$ cat src/inc/lmscp_pkg.sv
package lmscp_pkg;
	// Frame layout: read flag on top, seven address bits, one data byte.
	localparam int WORD_BITS = 16;
	localparam int RW_BIT = 15;
	localparam int DIGITS = 4;
	// Register addresses carried in bits 14 to 8 of a command word.
	localparam logic [6:0] ADDR_NOOP = 7'h00;
	localparam logic [6:0] ADDR_CONFIG = 7'h04;
	localparam logic [6:0] ADDR_PRIMARY = 7'h20;
	localparam logic [6:0] ADDR_ALTERNATE = 7'h40;
	localparam logic [6:0] ADDR_BOTH = 7'h60;
	// Configuration bit that lets the alternate plane take part.
	localparam int CFG_BLINK_EN_BIT = 3;
	// Values after reset, and what a read of an unreadable address returns.
	localparam logic [7:0] DIGIT_RESET = 8'h20;
	localparam logic [7:0] CONFIG_RESET = 8'h00;
	localparam logic [7:0] READ_ZERO = 8'h00;
	// Font split: fixed characters first, user characters above them.
	localparam logic [6:0] FONT_FIXED = 7'h68;
	localparam int FONT_USER = 24;
	// Timing.
	localparam int CLK_PERIOD_NS = 10;
	localparam int SCLK_HALF_NS = 80;
	localparam int SCLK_HALF_CYCLES = (SCLK_HALF_NS + CLK_PERIOD_NS - 1) / CLK_PERIOD_NS;
	localparam logic [3:0] SCLK_HALF_LAST = 4'(SCLK_HALF_CYCLES - 1);
	localparam int BLINK_HALF_US = 500;
	localparam int BLINK_HALF_CYCLES = BLINK_HALF_US * 1000 / CLK_PERIOD_NS;
	// Controller registers on APB.
	localparam logic [11:0] APB_CMD = 12'h000;
	localparam logic [11:0] APB_STATUS = 12'h004;
	localparam logic [11:0] APB_RXDATA = 12'h008;
	localparam int CMD_HOLD_BIT = 16;
	localparam int STATUS_BUSY_BIT = 0;
	localparam int STATUS_DONE_BIT = 1;
	localparam logic [3:0] BIT_LAST = 4'hF;
endpackage

$ cat src/inc/lmscp_if.sv
`timescale 1ns/1ns
// Four-wire command link; the data output is push-pull and never floats.
interface lmscp_if;
	logic sclk; // Serial clock from the master.
	logic csB; // Active-low frame select.
	logic din; // Master to device data.
	logic dout; // Device to master data.
	modport dev (input sclk, input csB, input din, output dout);
	modport host (output sclk, output csB, output din, input dout);
endinterface

$ cat src/hw/lmscp_dev.sv
// The APB slave port and the placing of the registers were decided locally.
`timescale 1ns/1ns
// Summary of operation
// Ignore clock and data while select high.
// Sample data on each rising clock.
// Data output always driven, never floating.
// Word is flag, seven address, data byte.
// Output follows input 15.5 clocks later.
// Master gives sixteen clocks per chained device.
// Master sends no-op to untouched chained devices.
// Select rise latches word, then executes it.
// Write: clock low, select low, sixteen bits.
// Select rises while clock still high.
// Odd frames keep the last sixteen bits.
// Read sets top bit; data byte discarded.
// Read loads register into low positions.
// Master reads second byte of next frame.
// Two planes of four digit bytes.
// Blink off shows primary plane only.
// Blink on alternates planes each phase.
// Low seven bits index the font.
// Top bit inverts the font pattern.
// Font holds 104 fixed, 24 user characters.
// Decode primary, alternate and both-plane addresses.
// Configuration bit 3 enables blinking.
// No-op changes no state.
// Shift register never clears between frames.
module lmscp_dev #(
	parameter int BLINK_HALF = lmscp_pkg::BLINK_HALF_CYCLES
) (
	input wire logic clk,
	input wire logic rst_b,
	lmscp_if.dev link,
	output logic [lmscp_pkg::DIGITS-1:0][6:0] digitChar,
	output logic [lmscp_pkg::DIGITS-1:0] digitInvert,
	output logic [lmscp_pkg::DIGITS-1:0] digitUserFont,
	output logic blinkPhase,
	output logic blinkEnabled
);

	////////////////////////////////////////////////////////////////////////////
	// Pin synchronisers.

	logic [1:0] sclkSync_q; // Two stages; only stage 1 is read.
	logic [1:0] csSync_q;
	logic [1:0] dinSync_q;
	logic sclkPrev_q; // Stage 1 delayed, for edge finding.
	logic csPrev_q;

	// The first stage of each chain feeds only its second stage.
	always_ff @(posedge clk or negedge rst_b) begin
		if (!rst_b) begin
			sclkSync_q <= 2'h0;
			csSync_q <= 2'h3;
			dinSync_q <= 2'h0;
			sclkPrev_q <= 1'b0;
			csPrev_q <= 1'b1;
		end else begin
			sclkSync_q <= {sclkSync_q[0], link.sclk};
			csSync_q <= {csSync_q[0], link.csB};
			dinSync_q <= {dinSync_q[0], link.din};
			sclkPrev_q <= sclkSync_q[1];
			csPrev_q <= csSync_q[1];
		end
	end

	logic selected; // Frame open.
	logic sclkRise;
	logic sclkFall;
	logic csRise;

	// Clock edges count only inside a frame.
	assign selected = !csSync_q[1];
	assign sclkRise = selected && sclkSync_q[1] && !sclkPrev_q;
	assign sclkFall = selected && !sclkSync_q[1] && sclkPrev_q;
	assign csRise = csSync_q[1] && !csPrev_q;

	////////////////////////////////////////////////////////////////////////////
	// Shift register, latch and command execution.

	logic [15:0] shift_q, shift_d; // Serial shift register.
	logic [15:0] latch_q, latch_d; // Word captured at frame end.
	logic exec_q, exec_d; // One-cycle pulse: execute the latched word.
	logic dout_q, dout_d; // Serial data output.
	logic [lmscp_pkg::DIGITS-1:0][7:0] primary_q, primary_d; // Primary plane.
	logic [lmscp_pkg::DIGITS-1:0][7:0] alternate_q, alternate_d; // Alternate plane.
	logic [7:0] config_q, config_d; // Configuration byte.
	logic [6:0] cmdAddr; // Address field of the latched word.
	logic [7:0] cmdData; // Data field of the latched word.
	logic cmdRead; // Read flag of the latched word.
	logic [1:0] digitIdx; // Digit selected by the address.
	logic [7:0] readValue; // Register contents for a read.

	assign cmdRead = latch_q[lmscp_pkg::RW_BIT];
	assign cmdAddr = latch_q[14:8];
	assign cmdData = latch_q[7:0];
	assign digitIdx = cmdAddr[1:0];

	// Read mux; the both-plane addresses read as zero and unknown ones too.
	always_comb begin
		readValue = lmscp_pkg::READ_ZERO;
		if (cmdAddr[6:2] == lmscp_pkg::ADDR_PRIMARY[6:2]) begin
			readValue = primary_q[digitIdx];
		end else if (cmdAddr[6:2] == lmscp_pkg::ADDR_ALTERNATE[6:2]) begin
			readValue = alternate_q[digitIdx];
		end else if (cmdAddr == lmscp_pkg::ADDR_CONFIG) begin
			readValue = config_q;
		end
	end

	// Next state. The shift register is never cleared, so a short frame
	// latches stale bits from before it; this is intended behaviour.
	always_comb begin
		shift_d = shift_q;
		latch_d = latch_q;
		exec_d = 1'b0;
		dout_d = dout_q;
		primary_d = primary_q;
		alternate_d = alternate_q;
		config_d = config_q;
		// Shift on each rising clock, newest bit at the bottom.
		if (sclkRise) begin
			shift_d = {shift_q[14:0], dinSync_q[1]};
		end
		// Top bit goes out on falling clock; it entered 15.5 clocks ago.
		if (sclkFall) begin
			dout_d = shift_q[15];
		end
		// Frame end: copy the whole register, execute next cycle.
		if (csRise) begin
			latch_d = shift_q;
			exec_d = 1'b1;
		end
		if (exec_q) begin
			// Present the word's top bit before the next frame's first rise.
			dout_d = shift_q[15];
			if (cmdRead) begin
				// Data byte of a read is dropped; register goes in its place.
				shift_d[7:0] = readValue;
			end else if (cmdAddr[6:2] == lmscp_pkg::ADDR_PRIMARY[6:2]) begin
				primary_d[digitIdx] = cmdData;
			end else if (cmdAddr[6:2] == lmscp_pkg::ADDR_ALTERNATE[6:2]) begin
				alternate_d[digitIdx] = cmdData;
			end else if (cmdAddr[6:2] == lmscp_pkg::ADDR_BOTH[6:2]) begin
				primary_d[digitIdx] = cmdData;
				alternate_d[digitIdx] = cmdData;
			end else if (cmdAddr == lmscp_pkg::ADDR_CONFIG) begin
				config_d = cmdData;
			end
			// A no-op and unmapped addresses fall through untouched.
		end
	end

	// Registers only.
	always_ff @(posedge clk or negedge rst_b) begin
		if (!rst_b) begin
			shift_q <= 16'h0000;
			latch_q <= 16'h0000;
			exec_q <= 1'b0;
			dout_q <= 1'b0;
			primary_q <= {lmscp_pkg::DIGITS{lmscp_pkg::DIGIT_RESET}};
			alternate_q <= {lmscp_pkg::DIGITS{lmscp_pkg::DIGIT_RESET}};
			config_q <= lmscp_pkg::CONFIG_RESET;
		end else begin
			shift_q <= shift_d;
			latch_q <= latch_d;
			exec_q <= exec_d;
			dout_q <= dout_d;
			primary_q <= primary_d;
			alternate_q <= alternate_d;
			config_q <= config_d;
		end
	end

	// The output is a plain flip-flop, so it is driven even between frames.
	assign link.dout = dout_q;

	////////////////////////////////////////////////////////////////////////////
	// Blink timebase.

	logic [31:0] blinkCnt_q, blinkCnt_d; // Cycles in the current phase.
	logic phase_q, phase_d; // Low shows primary, high alternate.
	logic blinkOn; // Blinking enabled by software.

	assign blinkOn = config_q[lmscp_pkg::CFG_BLINK_EN_BIT];

	// The timebase rests in phase low while blinking is off, so enabling
	// always starts on the primary plane.
	always_comb begin
		blinkCnt_d = 32'h00000000;
		phase_d = 1'b0;
		if (blinkOn) begin
			blinkCnt_d = blinkCnt_q + 32'h00000001;
			phase_d = phase_q;
			if (blinkCnt_q == 32'(BLINK_HALF - 1)) begin
				blinkCnt_d = 32'h00000000;
				phase_d = !phase_q;
			end
		end
	end

	always_ff @(posedge clk or negedge rst_b) begin
		if (!rst_b) begin
			blinkCnt_q <= 32'h00000000;
			phase_q <= 1'b0;
		end else begin
			blinkCnt_q <= blinkCnt_d;
			phase_q <= phase_d;
		end
	end

	////////////////////////////////////////////////////////////////////////////
	// Character generator addressing.

	logic [lmscp_pkg::DIGITS-1:0][6:0] char_q, char_d; // Font index per digit.
	logic [lmscp_pkg::DIGITS-1:0] inv_q, inv_d; // Invert pattern per digit.
	logic [lmscp_pkg::DIGITS-1:0] user_q, user_d; // Index falls in user RAM.
	logic [7:0] shown; // Byte in view for one digit.

	// Pick the plane in view, then split the byte into index and polarity.
	always_comb begin
		char_d = char_q;
		inv_d = inv_q;
		user_d = user_q;
		shown = 8'h00;
		for (int i = 0; i < lmscp_pkg::DIGITS; i++) begin
			shown = (blinkOn && phase_q) ? alternate_q[i] : primary_q[i];
			char_d[i] = shown[6:0];
			inv_d[i] = shown[7];
			user_d[i] = (shown[6:0] >= lmscp_pkg::FONT_FIXED);
		end
	end

	always_ff @(posedge clk or negedge rst_b) begin
		if (!rst_b) begin
			char_q <= {lmscp_pkg::DIGITS{lmscp_pkg::DIGIT_RESET[6:0]}};
			inv_q <= '0;
			user_q <= '0;
		end else begin
			char_q <= char_d;
			inv_q <= inv_d;
			user_q <= user_d;
		end
	end

	assign digitChar = char_q;
	assign digitInvert = inv_q;
	assign digitUserFont = user_q;
	assign blinkPhase = phase_q;
	assign blinkEnabled = blinkOn;

endmodule

$ cat src/flat_wrapper.sv
// flat-port wrapper written by rule: the top's interface ports become plain ports
module lmscp_dev_flat 
#(
	parameter int BLINK_HALF = lmscp_pkg::BLINK_HALF_CYCLES
)
  (clk, rst_b, digitChar, digitInvert, digitUserFont, blinkPhase, blinkEnabled, link_sclk, link_csB, link_din, link_dout);
  lmscp_if link_i ();
  input wire logic clk;
  input wire logic rst_b;
  output logic [lmscp_pkg::DIGITS-1:0][6:0] digitChar;
  output logic [lmscp_pkg::DIGITS-1:0] digitInvert;
  output logic [lmscp_pkg::DIGITS-1:0] digitUserFont;
  output logic blinkPhase;
  output logic blinkEnabled;
  input wire logic [$bits(link_i.sclk)-1:0] link_sclk;
  input wire logic [$bits(link_i.csB)-1:0] link_csB;
  input wire logic [$bits(link_i.din)-1:0] link_din;
  output wire logic [$bits(link_i.dout)-1:0] link_dout;
  assign link_i.sclk = link_sclk;
  assign link_i.csB = link_csB;
  assign link_i.din = link_din;
  assign link_dout = link_i.dout;
  lmscp_dev #(.BLINK_HALF(BLINK_HALF)) u_core (.clk(clk), .rst_b(rst_b), .link(link_i), .digitChar(digitChar), .digitInvert(digitInvert), .digitUserFont(digitUserFont), .blinkPhase(blinkPhase), .blinkEnabled(blinkEnabled));
endmodule
$ cat config.mk
export PLATFORM = sky130hd
export DESIGN_NAME = lmscp_dev_flat
export DESIGN_NICKNAME = d
export VERILOG_FILES = /design/src/inc/lmscp_pkg.sv /design/src/inc/lmscp_if.sv /design/src/hw/lmscp_dev.sv /design/src/flat_wrapper.sv
export SDC_FILE = /design/constraint.sdc
export NUM_CORES = 1
export LEC_CHECK = 0
export BUFFER_PORTS_ARGS = -buffer_cell sky130_fd_sc_hd__buf_2
export CORE_MARGIN = 2
export CORE_UTILIZATION = 53
export DETAILED_ROUTE_END_ITERATION = 10
export PLACE_DENSITY = 0.73
export SLEW_MARGIN = 20
export SYNTH_ARGS = -nofsm -noshare
export SYNTH_HDL_FRONTEND = slang
export SYNTH_SLANG_ARGS = --single-unit
$ cat constraint.sdc
create_clock -name clk -period 2.8 [get_ports clk]
set_input_delay 0.28 -clock clk [delete_from_list [all_inputs] [get_ports clk]]
set_output_delay 0.28 -clock clk [all_outputs]
set_load 0.03 [all_outputs]
==> results.md <==
- Outcome: complete, no violations
- First-pass GRT wire length: 26.9 mm
- Antenna viol nets, final: 0
- Synthesized flop and latch total: 183
- Drt initial violations: 316
- Largest family of logic cells by synthesized area: multiplexers
- Placed insts: 779
- Clock slew seen by the registers of the worst setup and hold paths: 0.07 ns
- R2R cell count: 5
- Met2 wire length: 8.07 mm
- Dominant cell type by area after synthesis: dfrtp_1
- Drt pass-1 iters: 4
- Min cycle time layout: 2.36 ns
- Sink Count: 183
- Remaining DRCs: 0
- Largest net degree at the start of global routing: 72
- Final Worst Setup Slack: 0.443 ns
- Placed Area: 0.00826 sq mm
- Area grow syn2layout: 12.7%
- Cts bufs inserted: 17
- Hold Startpoint: u_core.sclkSync_q[0]
- Total GRT Usage: 21.7%
- YS warnings: 0
- Setup Buffers After CTS: 0
- Die ar.: 0.0158 sq mm
- Async set or reset register ratio after synthesis: 100%
- Hold endpoint: u_core.sclkSync_q[1]
- Reg-to-reg endpoint: u_core.blinkCnt_q[24]
- Routability Congestion: 0.795
- WL per Instance: 20.0 um
- WHS Path Cells: 0
- Post-Route WL: 16.3 mm
- Hold buffers post-CTS: 4
- CP max FO: 17
- Vias: 4914
- Vias per cell: 6.03
- Avg Cell Area, Syn: 13.5 sq um
- Synth area leaders: dfrtp_1, mux2_2, dfstp_2
- Hold Crit Class: reg -> reg
- Initial core utilization: 54.1%
- Row Count: 44
- Port buffer count: 43
- Fin. max-slew vios: 0
- Arrival @ worst endpoint: 2.71 ns
- Syn Inst Count: 581
- Synth Flop Type: dfrtp_1
- CTS tree: done
- Commonest cells post-synth: dfrtp_1, mux2_2, nand2_1
- Actual slew at the worst max-slew pin: 0.817 ns
- Design area: 0.00887 sq mm
- Antenna violations before repair: 0
- Pre-CTS WS: 0.468 ns
- Root buf cell: clkbuf_16
- PD cells: 609 mW/mm^2
- Mux cell area share after synthesis: 23.3%
- Count leader, synth: dfrtp_1
- Clk_lat worst skew: 0.43 ns
- Crit share post-route: 84.2%
- GRT overflow: 0
- Setup TNS: 0 ns
- Final nets: 624
- Die extent in x: 126 um
- Post-cts resize count: 0
- Vias in the first global route: 5047
- Synth Cell Area: 0.00787 sq mm
- Static leakage: 4.19 nW
- Hpwl dp: 10.2 mm
- Max Root-Sink Buffers: 2
- CP Launch Type: flop
- FMAX: 424 MHz
- XOR/XNOR share of the synthesized area: 1.11%
- Setup slack, reg-to-reg: 0.44 ns
- Max layer used: met4
- Layout cell share with drive strength beyond 1: 38.8%
- Simple-Gate Fraction of Synth Area: 9.01%
- Synth Area in Adders: 0.159%
- Reg-to-Reg Start: u_core.blinkCnt_q[0]
- Skew final: 0.0143 ns
- Hold WS: 0.359 ns
- WL met1: 7.17 mm
- Post-synth EDFFs: 0
- Final-report hold violation count: 0
- Endpoints failing setup: 0
- Peak supply drop: 0.503 mV
- Diodes inserted: 0
- Yosys cell types: 43
- Met3 WL post-DR: 774 um
- RSZ-0062 raised after global routing: false
- Final std cells w/o fill: 815
- Post-synth top area share: 53.4%
- Seq/Total Area, Yosys: 58.4%
- Max-capacitance violation count: 0
- Total core area: 0.0145 sq mm
- Top-Level Pins: 44
- Die Y-Extent: 126 um
- CTS H-tree depth: 4
- CP Class: reg -> reg
- Rel. slew slack: 45.4%
- Compound-Gate Fraction of Synth Area: 5.72%
- Syn nets: 587
- Required time at the worst-slack endpoint: 3.15 ns
- Crit end category: flop
[critical path, stage by stage (launching register included)]
cell,delay (ns)
dfrtp_1,0.39
ha_1,0.22
nand3_1,0.13
or4_1,0.79
or4_1,0.59
a21oi_1,0.16
[cell type report]
class | instances | area (sq um)
fillers | 1141 | 5660
flip-flops and latches | 183 | 4600
multi-input cells | 355 | 3100
clock buffers | 19 | 443
repair buffers | 55 | 347
well taps | 184 | 230
clock inverters | 13 | 134
inverters | 6 | 22.5
[flip-flops by register name, summed over array words and instances (netlist names), 2 cells and up]
register / flops
u_core.alternate_q: 32
u_core.blinkCnt_q: 32
u_core.config_q: 8
u_core.csSync_q: 2
u_core.digitChar: 28
u_core.digitInvert: 4
u_core.digitUserFont: 4
u_core.dinSync_q: 2
u_core.latch_q: 16
u_core.primary_q: 32
u_core.sclkSync_q: 2
u_core.shift_q: 16
[worst max path at each step]
stage,startpoint,end
final,u_core.blinkCnt_q[0],u_core.blinkCnt_q[24]
after global routing,u_core.blinkCnt_q[0],u_core.blinkCnt_q[24]
after CTS,u_core.blinkCnt_q[0],u_core.blinkCnt_q[22]
after detailed placement,u_core.blinkCnt_q[0],u_core.blinkCnt_q[24]
after global placement,u_core.blinkCnt_q[0],u_core.blinkCnt_q[26]
after floorplan,u_core.blinkCnt_q[0],u_core.blinkCnt_q[24]
[per-stage QoR]
stage	utilization, %	power, mW
after global placement	56.8	3.08
after CTS	61.0	5.44
after floorplan	-	2.98
final	61.0	5.40
after global routing	61.0	5.60
after detailed placement	56.8	3.10
[report_power, final]
group / internal, mW / leakage (nW) / total (mW) / switching [mW]
Combinational: 0.103 / 1.43 / 0.222 / 0.119
Sequential: 2.72 / 2.48 / 2.83 / 0.119
Clock: 1.28 / 0.279 / 2.35 / 1.07
Total: 4.10 / 4.19 / 5.40 / 1.31
[cell usage in the layout, fill, tap and decap left out, types with 7 or more instances in the layout]
| cell | count |
|---|---|
| dfrtp_1 | 168 |
| mux2_2 | 129 |
| buf_2 | 42 |
| nand2_1 | 26 |
| a21oi_1 | 20 |
| nor2_1 | 17 |
| clkbuf_16 | 17 |
| mux4_2 | 16 |
| dfstp_2 | 15 |
| or4_1 | 13 |
| nor2b_1 | 12 |
| nand3_1 | 11 |
| o31ai_1 | 10 |
| o21ai_0 | 10 |
| or3_1 | 9 |
| nand4_1 | 8 |
| and3_1 | 7 |
| nor4_1 | 7 |
| xnor2_1 | 7 |
| a22oi_1 | 7 |
| a211oi_1 | 7 |
| a31oi_1 | 7 |
[logic make-up (layout without fill, tap and decap cells)]
kind of cell | after synthesis | in the layout
AO/OA/AOI/OAI | 70 | 70
XOR/XNOR | 10 | 10
adder cells (fa/ha/maj) | 1 | 1
buffers and inverters | 43 | 93
flip-flops | 183 | 183
multiplexers | 147 | 147
AND/OR/NAND/NOR | 127 | 127
[routing by layer]
layer	GRT usage, %	up-vias
li1	-	2224
met1	30.4	2539
met2	34.1	132
met3	5.18	19
met4	6.85	0
met5	0	-
Note: power is estimated with default switching activity, not from simulation.
